===== config.mk =====
export PLATFORM = sky130hd
export DESIGN_NAME = analog_comparator_control
export DESIGN_NICKNAME = d
export VERILOG_FILES = /design/src/analog_comparator_control.v
export VERILOG_INCLUDE_DIRS = /design/src /design/src/src
export SDC_FILE = /design/constraint.sdc
export NUM_CORES = 1
export LEC_CHECK = 0
export BUFFER_PORTS_ARGS = -buffer_cell sky130_fd_sc_hd__buf_4
export CAP_MARGIN = 20
export CELL_PAD_IN_SITES_DETAIL_PLACEMENT = 1
export CELL_PAD_IN_SITES_GLOBAL_PLACEMENT = 2
export CORE_MARGIN = 4
export CORE_UTILIZATION = 25
export CTS_CLUSTER_SIZE = 12
export DETAILED_ROUTE_END_ITERATION = 8
export GPL_TIMING_DRIVEN = 0
export PLACE_DENSITY = 0.78
export SKIP_LAST_GASP = 1
export SLEW_MARGIN = 25
export SYNTH_ARGS = -nofsm -noshare
export SYNTH_HDL_FRONTEND = slang
export SYNTH_SLANG_ARGS = --single-unit

===== constraint.sdc =====
create_clock -name aclk -period 2.4 [get_ports aclk]
set_clock_uncertainty 0.2 [all_clocks]
set_input_delay 0.24 -clock aclk [delete_from_list [all_inputs] [get_ports aclk]]
set_output_delay 0.24 -clock aclk [all_outputs]
set_load 0.01 [all_outputs]

===== src/comparator_defs.vh =====
// How it works
// - Result high when positive input exceeds negative
// - Mux enable and converter off pick channel
// - Bandgap select replaces positive pin input
// - Result synchronised, one to two cycles late
// - Chosen edge of result sets event flag
// - Mode 00 toggle, 01 reserved, 10 fall, 11 rise
// - Irq when flag, enable and global enable
// - Vector acknowledge clears the event flag
// - Writing one clears flag, zero keeps
// - Capture route feeds result to timer capture
// - Route off: no capture connection
// - Power-off bit removes comparator power
// - Buffer disable forces port bit to zero
// - Upper six disable bits read zero
`ifndef COMPARATOR_DEFS_VH
`define COMPARATOR_DEFS_VH

// ----------------------------------------
// Register byte addresses
// ----------------------------------------
`define OFF_CTRL_STATUS   8'h50
`define OFF_CONV_CTRL_B   8'h7b
`define OFF_DIN_DISABLE   8'h7f

// ----------------------------------------
// Control/status and conversion control B field positions
// ----------------------------------------
`define BIT_POWER_OFF     7
`define BIT_BANDGAP       6
`define BIT_RESULT        5
`define BIT_EVENT_FLAG    4
`define BIT_IRQ_ENABLE    3
`define BIT_CAPTURE_ROUTE 2
`define BIT_MODE_HIGH     1
`define BIT_MODE_LOW      0
`define BIT_MUX_ENABLE    6

// ----------------------------------------
// Event modes, reset value and bus response codes
// ----------------------------------------
`define MODE_TOGGLE       2'b00
`define MODE_RESERVED     2'b01
`define MODE_FALL         2'b10
`define MODE_RISE         2'b11
`define RST_BYTE          8'h00
`define RESP_OKAY         2'b00
`define RESP_SLVERR       2'b10

`endif


===== src/analog_comparator_control.v =====
// Implementation choice: the AXI4-Lite interface to the registers.
`include "comparator_defs.vh"

module analog_comparator_control (
   input  wire        aclk,
   input  wire        aresetn,
   // AXI4-Lite slave
   input  wire [7:0]  s_axi_awaddr,
   input  wire        s_axi_awvalid,
   output reg         s_axi_awready,
   input  wire [31:0] s_axi_wdata,
   input  wire [3:0]  s_axi_wstrb,
   input  wire        s_axi_wvalid,
   output reg         s_axi_wready,
   output reg  [1:0]  s_axi_bresp,
   output reg         s_axi_bvalid,
   input  wire        s_axi_bready,
   input  wire [7:0]  s_axi_araddr,
   input  wire        s_axi_arvalid,
   output reg         s_axi_arready,
   output reg  [31:0] s_axi_rdata,
   output reg  [1:0]  s_axi_rresp,
   output reg         s_axi_rvalid,
   input  wire        s_axi_rready,
   // Analog front end
   input  wire        raw_compare,
   output reg         bandgap_select,
   output reg         use_channel,
   output reg  [2:0]  channel_select_out,
   output reg         comparator_power_off,
   // Surrounding system
   input  wire        converter_enable,
   input  wire [2:0]  channel_select,
   input  wire        global_irq_enable,
   input  wire        irq_vector_ack,
   input  wire        positive_pin_in,
   input  wire        negative_pin_in,
   output reg         positive_pin_read,
   output reg         negative_pin_read,
   output reg         capture_input,
   output reg         compare_irq
);

   // ----------------------------------------
   // Registers
   // ----------------------------------------
   reg        sync_a_r;
   reg        result_r;
   reg        result_prev_r;
   reg        power_off_r;
   reg        bandgap_r;
   reg        flag_r;
   reg        irq_en_r;
   reg        route_r;
   reg  [1:0] mode_r;
   reg        mux_en_r;
   reg  [2:0] trig_src_r;
   reg        pos_dis_r;
   reg        neg_dis_r;
   reg        aw_got_r;
   reg        w_got_r;
   reg  [7:0] aw_addr_r;
   reg  [7:0] w_byte_r;
   reg        w_strb_r;

   wire       do_write;
   wire       wr_ctrl;
   wire       event_hit;
   reg        flag_nxt;

   // ----------------------------------------
   // Address decode
   // ----------------------------------------
   function mapped;
      input [7:0] a;
      begin
         mapped = (a == `OFF_CTRL_STATUS) || (a == `OFF_CONV_CTRL_B) ||
                  (a == `OFF_DIN_DISABLE);
      end
   endfunction

   // ----------------------------------------
   // Result synchroniser and edge detection
   // ----------------------------------------
   // Analog compare is done outside; raw_compare is high when positive > negative
   always @(posedge aclk) begin
      if (!aresetn) begin
         sync_a_r      <= 1'b0;
         result_r      <= 1'b0;
         result_prev_r <= 1'b0;
      end else begin
         sync_a_r      <= raw_compare & ~power_off_r;
         result_r      <= sync_a_r;
         result_prev_r <= result_r;
      end
   end

   function edge_match;
      input [1:0] mode;
      input       cur;
      input       prev;
      begin
         case (mode)
            `MODE_TOGGLE: edge_match = cur ^ prev;
            `MODE_FALL:   edge_match = ~cur & prev;
            `MODE_RISE:   edge_match = cur & ~prev;
            default:      edge_match = 1'b0;
         endcase
      end
   endfunction

   assign event_hit = edge_match(mode_r, result_r, result_prev_r);

   // ----------------------------------------
   // Write channel
   // ----------------------------------------
   assign do_write = aw_got_r && w_got_r && !s_axi_bvalid;
   assign wr_ctrl  = do_write && w_strb_r && (aw_addr_r == `OFF_CTRL_STATUS);

   always @* begin
      flag_nxt = flag_r;
      if (irq_vector_ack)
         flag_nxt = 1'b0;
      if (wr_ctrl && w_byte_r[`BIT_EVENT_FLAG])
         flag_nxt = 1'b0;
      if (event_hit)
         flag_nxt = 1'b1;
   end

   always @(posedge aclk) begin
      if (!aresetn) begin
         s_axi_awready <= 1'b0;
         s_axi_wready  <= 1'b0;
         s_axi_bvalid  <= 1'b0;
         s_axi_bresp   <= `RESP_OKAY;
         aw_got_r      <= 1'b0;
         w_got_r       <= 1'b0;
         aw_addr_r     <= `RST_BYTE;
         w_byte_r      <= `RST_BYTE;
         w_strb_r      <= 1'b0;
         power_off_r   <= 1'b0;
         bandgap_r     <= 1'b0;
         flag_r        <= 1'b0;
         irq_en_r      <= 1'b0;
         route_r       <= 1'b0;
         mode_r        <= `MODE_TOGGLE;
         mux_en_r      <= 1'b0;
         trig_src_r    <= 3'h0;
         pos_dis_r     <= 1'b0;
         neg_dis_r     <= 1'b0;
      end else begin
         flag_r        <= flag_nxt;
         s_axi_awready <= !aw_got_r && !s_axi_awready && s_axi_awvalid;
         s_axi_wready  <= !w_got_r && !s_axi_wready && s_axi_wvalid;
         if (s_axi_awvalid && s_axi_awready) begin
            aw_got_r  <= 1'b1;
            aw_addr_r <= s_axi_awaddr;
         end
         if (s_axi_wvalid && s_axi_wready) begin
            w_got_r  <= 1'b1;
            w_byte_r <= s_axi_wdata[7:0];
            w_strb_r <= s_axi_wstrb[0];
         end
         if (do_write) begin
            aw_got_r     <= 1'b0;
            w_got_r      <= 1'b0;
            s_axi_bvalid <= 1'b1;
            s_axi_bresp  <= mapped(aw_addr_r) ? `RESP_OKAY : `RESP_SLVERR;
            if (w_strb_r) begin
               case (aw_addr_r)
                  `OFF_CTRL_STATUS: begin
                     power_off_r <= w_byte_r[`BIT_POWER_OFF];
                     bandgap_r   <= w_byte_r[`BIT_BANDGAP];
                     irq_en_r    <= w_byte_r[`BIT_IRQ_ENABLE];
                     route_r     <= w_byte_r[`BIT_CAPTURE_ROUTE];
                     mode_r      <= w_byte_r[`BIT_MODE_HIGH:`BIT_MODE_LOW];
                  end
                  `OFF_CONV_CTRL_B: begin
                     mux_en_r   <= w_byte_r[`BIT_MUX_ENABLE];
                     trig_src_r <= w_byte_r[2:0];
                  end
                  `OFF_DIN_DISABLE: begin
                     neg_dis_r <= w_byte_r[1];
                     pos_dis_r <= w_byte_r[0];
                  end
                  default: begin
                     pos_dis_r <= pos_dis_r;
                  end
               endcase
            end
         end else if (s_axi_bvalid && s_axi_bready) begin
            s_axi_bvalid <= 1'b0;
         end
      end
   end

   // ----------------------------------------
   // Read channel
   // ----------------------------------------
   always @(posedge aclk) begin
      if (!aresetn) begin
         s_axi_arready <= 1'b0;
         s_axi_rvalid  <= 1'b0;
         s_axi_rdata   <= 32'h0;
         s_axi_rresp   <= `RESP_OKAY;
      end else begin
         s_axi_arready <= !s_axi_arready && !s_axi_rvalid && s_axi_arvalid;
         if (s_axi_arvalid && s_axi_arready) begin
            s_axi_rvalid <= 1'b1;
            s_axi_rresp  <= mapped(s_axi_araddr) ? `RESP_OKAY : `RESP_SLVERR;
            case (s_axi_araddr)
               `OFF_CTRL_STATUS:
                  s_axi_rdata <= {24'h0, power_off_r, bandgap_r, result_r, flag_r,
                                  irq_en_r, route_r, mode_r};
               `OFF_CONV_CTRL_B:
                  s_axi_rdata <= {24'h0, 1'b0, mux_en_r, 3'h0, trig_src_r};
               `OFF_DIN_DISABLE:
                  s_axi_rdata <= {24'h0, 6'h00, neg_dis_r, pos_dis_r};
               default:
                  s_axi_rdata <= 32'h0;
            endcase
         end else if (s_axi_rvalid && s_axi_rready) begin
            s_axi_rvalid <= 1'b0;
         end
      end
   end

   // ----------------------------------------
   // Outputs to analog, port, timer and interrupt
   // ----------------------------------------
   always @(posedge aclk) begin
      if (!aresetn) begin
         bandgap_select       <= 1'b0;
         use_channel          <= 1'b0;
         channel_select_out   <= 3'h0;
         comparator_power_off <= 1'b0;
         positive_pin_read    <= 1'b0;
         negative_pin_read    <= 1'b0;
         capture_input        <= 1'b0;
         compare_irq          <= 1'b0;
      end else begin
         bandgap_select       <= bandgap_r;
         use_channel          <= mux_en_r & ~converter_enable;
         channel_select_out   <= channel_select;
         comparator_power_off <= power_off_r;
         positive_pin_read    <= positive_pin_in & ~pos_dis_r;
         negative_pin_read    <= negative_pin_in & ~neg_dis_r;
         capture_input        <= route_r & result_r;
         compare_irq          <= flag_nxt & irq_en_r & global_irq_enable;
      end
   end

endmodule


## Yosys cells after proc, flatten, opt, wreduce, memory -nomap -nowiden

Index checks and enable logic that the tools add are counted.

| word-level totals | value |
|---|---|
| bits in registers | 86 |
| bits of input ports | 68 |
| output and inout bits | 51 |
| logic and storage cells | 104 |

| cells by class | value |
|---|---|
| equal/unequal tests | 8 |
| multiplexer cells | 11 |
| bitwise logic cells | 17 |
| reductions and logical operators | 34 |

Operators with widths:

| kind | count |
|---|---|
| $eq 8x7->1 const B | 6 |
| $pmux 8 s3 | 1 |
| $logic_and 1x1->1 | 16 |
| $and 1x1->1 | 9 |
| $reduce_and 3->1 | 3 |
| $logic_not 1->1 | 7 |
| $mux 1 | 7 |
| $not 1->1 | 7 |
| $eq 2x2->1 const B | 2 |
| $logic_or 1x1->1 | 4 |
| $mux 2 | 2 |
| $reduce_bool 2->1 | 2 |
| $pmux 1 s3 | 1 |
| $logic_not 2->1 | 1 |
| $reduce_or 2->1 | 1 |
| $xor 1x1->1 | 1 |

## Longest topological paths before layout

| logic depth | value |
|---|---|
| word-level depth | 9 |
| mapped depth | 6 |
| depth with buffers taken out | 6 |

## Worst setup path after synthesis

No wires, ideal clock.

| timing path | value |
|---|---|
| path type | register -> register |
| from | register s_axi_bvalid |
| to | register bandgap_r |
| setup time | 0.122 ns |
| arrival time | 1.623 ns |
| setup slack | 0.455 ns |
| cell stages (with the launch flop) | 6 |
| path buffers | 1 |
| period minus slack after synthesis | 1.945 ns |
| path through | dfxtp_1 nand3b_4 or4b_4 or3_1 buf_2 mux2i_1 |

| on the way | value |
|---|---|
| cells in the longest elaborated chain, start to end | 3 |

Ends and longest elaborated chain:

| what | line | text |
|---|---|---|
| from (decl) | analog_comparator_control.v:16 | `output reg s_axi_bvalid,` |
| from (signal assigned) | analog_comparator_control.v:134 | `s_axi_bvalid <= 1'b0;` |
| from (signal assigned) | analog_comparator_control.v:167 | `s_axi_bvalid <= 1'b1;` |
| from (signal assigned) | analog_comparator_control.v:192 | `s_axi_bvalid <= 1'b0;` |
| $logic_not 1->1 | analog_comparator_control.v:117 | `assign do_write = aw_got_r && w_got_r && !s_axi_bvalid;` |
| $logic_and 1x1->1 | analog_comparator_control.v:117 |  |
| $reduce_and 3->1 (no source line) | n/a |  |
| to (signal assigned) | analog_comparator_control.v:173 | `` bandgap_r <= w_byte_r[`BIT_BANDGAP]; `` |
| to (decl) | analog_comparator_control.v:51 | `reg bandgap_r;` |

No other way between the ends.
A chain may end at the register's enable or synchronous reset.

## Final worst setup path

| timing path | value |
|---|---|
| from | register w_got_r |
| to | register power_off_r |

| on the way | value |
|---|---|
| cells in the longest elaborated chain, start to end | 3 |

Ends and longest elaborated chain:

| what | line | text |
|---|---|---|
| from (decl) | analog_comparator_control.v:61 | `reg w_got_r;` |
| from (signal assigned) | analog_comparator_control.v:137 | `w_got_r <= 1'b0;` |
| from (signal assigned) | analog_comparator_control.v:160 | `w_got_r <= 1'b1;` |
| from (signal assigned) | analog_comparator_control.v:166 | `w_got_r <= 1'b0;` |
| $logic_and 1x1->1 (2 in a row) | analog_comparator_control.v:117 |  |
| $reduce_and 3->1 (no source line) | n/a |  |
| to (signal assigned) | analog_comparator_control.v:172 | `` power_off_r <= w_byte_r[`BIT_POWER_OFF]; `` |
| to (decl) | analog_comparator_control.v:50 | `reg power_off_r;` |

No other way between the ends.

==> run metrics <==
outcome=completed; Fin. Hold Viols=0; number of I/O pins=about 120; area growth from synthesis to layout=48.96%; unrepaired setup endpoints after global routing=false; Final Non-Filler Cells=about 530; total of endpoints with negative setup slack in the final report=0; ratio of final minimum period to clock period=0.8433; Max Clock Freq=about 0.5 GHz; Pwr Density=602.2 nW/um^2; number of nets in the finished design=between 400 and 500; initial core utilization=0.2584; number of antenna violations at the first check in global routing=0; cell area after synthesis=between 2000 and 2500 um^2; maximum number of pins on one net before global-route repair=11; total wire length=between 6 and 7 mm; deepest clock path buffer count=2; Synthesis Warnings=0; final routed DRC violation total=0; share of the yosys chip area belonging to registers=0.4901; CTS H-Tree Depth=3; worst min-delay path class=in -> reg; Overall Global Routing Usage=0.1198; first-pass GRT wire length=between 10 and 15 mm; setup slack of the most critical reg-to-reg path=around 380 ps; Max transition margin=0.5685; wire length per cell=roughly 12 um; vias in the first global route=~2,300; Via Count=around 2,200; critical path startpoint category=flip-flop; Worst-path clk slew=about 60 ps; fraction of the mapped netlist area in simple logic gates=0.2201; clock sinks=between 50 and 60; full die area=between 10,000 and 15,000 um^2; Floorplan Core Area=slightly above 9000 um^2; grt total ovfl=0; setup total negative slack=0 ps; Max Slew Vio Count=0; Cell Area, Placed=3146 um^2; cell leakage power=between 1.5 and 2 nW; startpoint of the worst-slack reg-to-reg timing path=w_got_r; antenna cell count=0; Setup Fix Bufs, Post-CTS=0; complex-gate fraction of the synthesized area=0.1085; endpoint arrival time on the critical path=just over 2000 ps; minimum clock period=~2000 ps; max-cap viol count=0; Tot Pwr=about 2.2 mW; synthesized-area fraction occupied by xor and xnor cells=0; #FFs+latches synth=59; routability cong.=approximately 0.74; number of rows in the core area=35; worst setup path start=w_got_r; Avg Cell Area, Syn=8.925 um^2; Worst IR Drop VDD=approximately 0.30 mV; largest family of logic cells by synthesized area=simple AND/OR/NAND/NOR gates; cell count after synthesis=270; hold path startpoint=s_axi_wdata[6]; Routed Antenna Nets=0; cells resized by post-CTS repair=0; clock root buffer=sky130_fd_sc_hd__clkbuf_8; Die Ht=106.2 um; TritonCTS clock tree=done; Req. time, crit path=2420 ps; Slew @ Worst Pin=641.4 ps; maximum net fanout on the critical path=6; Post-Route Hold Slack=16.40 ps; share of cells above drive strength 1=0.2757; multiplexer area fraction after synthesis=0.05815; buffers added on ports=64; Post-DP HPWL=just under 5 mm; placed cells=about 490; DRT Pass-1 Iters=3; distinct cell type count after synthesis=35; area share of fa/ha/maj cells after synthesis=0.01038; count of hold buffers inserted by post-cts repair=24; post-route design area=between 3000 and 4000 um^2; violation count after the first detailed-routing iteration=26; clock insertion delay at the later pin of the skew report=330 ps; Vias/cell=4.100; Die W=between 100 and 150 um; cts bufs inserted=9; type of the setup path with the least slack=reg -> reg; Critical Path End Type=flip-flop
[where the power goes]
| group | leakage, nW | internal, mW | switching (mW) |
|---|---|---|---|
| Combinational | 1.03 | 0.130 | 0.103 |
| Sequential | 0.479 | 1.00 | 0.0138 |
| Clock | 0.106 | 0.534 | 0.378 |
[registers in the layout, summed over array words and instances (netlist names), 2 cells and up]
signal              cells
aw_addr_r               8
trig_src_r              3
s_axi_rdata             8
channel_select_out      3
mode_r                  2
w_byte_r                7
[area by class of cell]
type | count | area, um^2
Tap cell | 129 | 161.4
Buffer | 37 | 237.7
Clock inverter | 4 | 48.80
Inverter | 8 | 30.03
Clock buffer | 12 | 155.1
Timing Repair Buffer | 88 | 720.7
Fill cell | 1136 | 5738
Multi-Input combinational cell | 191 | 1055
Sequential cell | 59 | 1181
[cells in the mapped netlist]
master	number	area share
sky130_fd_sc_hd__or2_2	1	0.0026
sky130_fd_sc_hd__a221oi_1	1	0.0036
sky130_fd_sc_hd__a31oi_1	1	0.0026
sky130_fd_sc_hd__nand4_1	2	0.0052
sky130_fd_sc_hd__ha_1	2	0.010
sky130_fd_sc_hd__mux2i_1	14	0.058
sky130_fd_sc_hd__or3_1	2	0.0052
sky130_fd_sc_hd__nor2_1	12	0.019
sky130_fd_sc_hd__nand3_1	18	0.037
sky130_fd_sc_hd__nand2b_1	2	0.0052
sky130_fd_sc_hd__o41ai_1	1	0.0036
sky130_fd_sc_hd__or4_1	2	0.0062
sky130_fd_sc_hd__buf_2	1	0.0021
sky130_fd_sc_hd__nor3_1	5	0.010
sky130_fd_sc_hd__inv_1	8	0.012
sky130_fd_sc_hd__a22o_1	4	0.015
sky130_fd_sc_hd__and2_1	5	0.013
sky130_fd_sc_hd__and3_1	1	0.0026
sky130_fd_sc_hd__nand3b_4	1	0.0083
sky130_fd_sc_hd__nor3_2	1	0.0042
sky130_fd_sc_hd__a21boi_0	13	0.040
sky130_fd_sc_hd__nor4_1	1	0.0026
sky130_fd_sc_hd__nand2_1	50	0.078
sky130_fd_sc_hd__o21ai_0	5	0.010
sky130_fd_sc_hd__buf_4	26	0.081
sky130_fd_sc_hd__a21oi_1	13	0.027
sky130_fd_sc_hd__conb_1	1	0.0016
sky130_fd_sc_hd__and4b_1	1	0.0042
sky130_fd_sc_hd__nor2b_1	3	0.0078
sky130_fd_sc_hd__clkbuf_1	9	0.014
sky130_fd_sc_hd__or4b_4	1	0.0057
sky130_fd_sc_hd__dfxtp_1	59	0.49
sky130_fd_sc_hd__nor3b_1	1	0.0031
sky130_fd_sc_hd__buf_1	1	0.0016
sky130_fd_sc_hd__a22oi_1	2	0.0062
[layout by cell type, fill, tap and decap left out, types with 2 or more instances in the layout]
| cell | synthesis | layout |
|---|---|---|
| sky130_fd_sc_hd__nor2b_1 | 3 | 3 |
| sky130_fd_sc_hd__inv_1 | 8 | 8 |
| sky130_fd_sc_hd__and2_1 | 5 | 5 |
| sky130_fd_sc_hd__a22oi_1 | 2 | 2 |
| sky130_fd_sc_hd__mux2i_1 | 14 | 14 |
| sky130_fd_sc_hd__nand4_1 | 2 | 2 |
| sky130_fd_sc_hd__conb_1 | 1 | 26 |
| sky130_fd_sc_hd__nand2b_1 | 2 | 2 |
| sky130_fd_sc_hd__nand3_1 | 18 | 18 |
| sky130_fd_sc_hd__nand2_1 | 50 | 50 |
| sky130_fd_sc_hd__dlygate4sd3_1 | 0 | 24 |
| sky130_fd_sc_hd__clkbuf_8 | 0 | 11 |
| sky130_fd_sc_hd__dfxtp_1 | 59 | 59 |
| sky130_fd_sc_hd__ha_1 | 2 | 2 |
| sky130_fd_sc_hd__or3_1 | 2 | 2 |
| sky130_fd_sc_hd__clkbuf_1 | 9 | 10 |
| sky130_fd_sc_hd__o21ai_0 | 5 | 5 |
| sky130_fd_sc_hd__nor3_1 | 5 | 5 |
| sky130_fd_sc_hd__a21oi_1 | 13 | 13 |
| sky130_fd_sc_hd__buf_4 | 26 | 90 |
| sky130_fd_sc_hd__a22o_1 | 4 | 4 |
| sky130_fd_sc_hd__clkinv_2 | 0 | 2 |
| sky130_fd_sc_hd__or4_1 | 2 | 2 |
| sky130_fd_sc_hd__a21boi_0 | 13 | 13 |
| sky130_fd_sc_hd__nor2_1 | 12 | 12 |
[critical path, stage by stage (launching register included)]
cell and delay, ps:
sky130_fd_sc_hd__dfxtp_1 400, sky130_fd_sc_hd__nand3b_4 120, sky130_fd_sc_hd__or4b_4 560, sky130_fd_sc_hd__or3_1 310, sky130_fd_sc_hd__buf_2 190, sky130_fd_sc_hd__mux2i_1 130
[through the flow]
| step | util | worst slack [ps] |
|---|---|---|
| final | 0.3848 | 376.2 |
| after global routing | 0.3848 | 255.2 |
| after CTS | 0.3848 | 361.4 |
| after detailed placement | 0.3372 | 367.2 |
| after global placement | 0.3372 | 398.5 |
| after floorplan | - | 455.2 |
[cells by family after synthesis]
kind of cell               count (synthesis)
AOI/OAI and AO/OA                         40
adders and majority gates                  2
buffers and inverters                     45
DFF                                       59
muxes                                     14
other                                      1
and+or+nand+nor                          109
[routing by layer]
metal  GRT usage  wire, um
met5           0         0
met4     0.03885        70
met3     0.04857       431
met2      0.2027      3093
met1      0.1374      2775
[path summary, 6_finish.rpt]
path,end,depth (start not counted)
setup / recovery,power_off_r,5
hold / removal,w_byte_r[6],3
setup reg to reg,power_off_r,5
hold reg to reg,s_axi_arready,1
No activity file was read; power rests on OpenSTA's default activity.
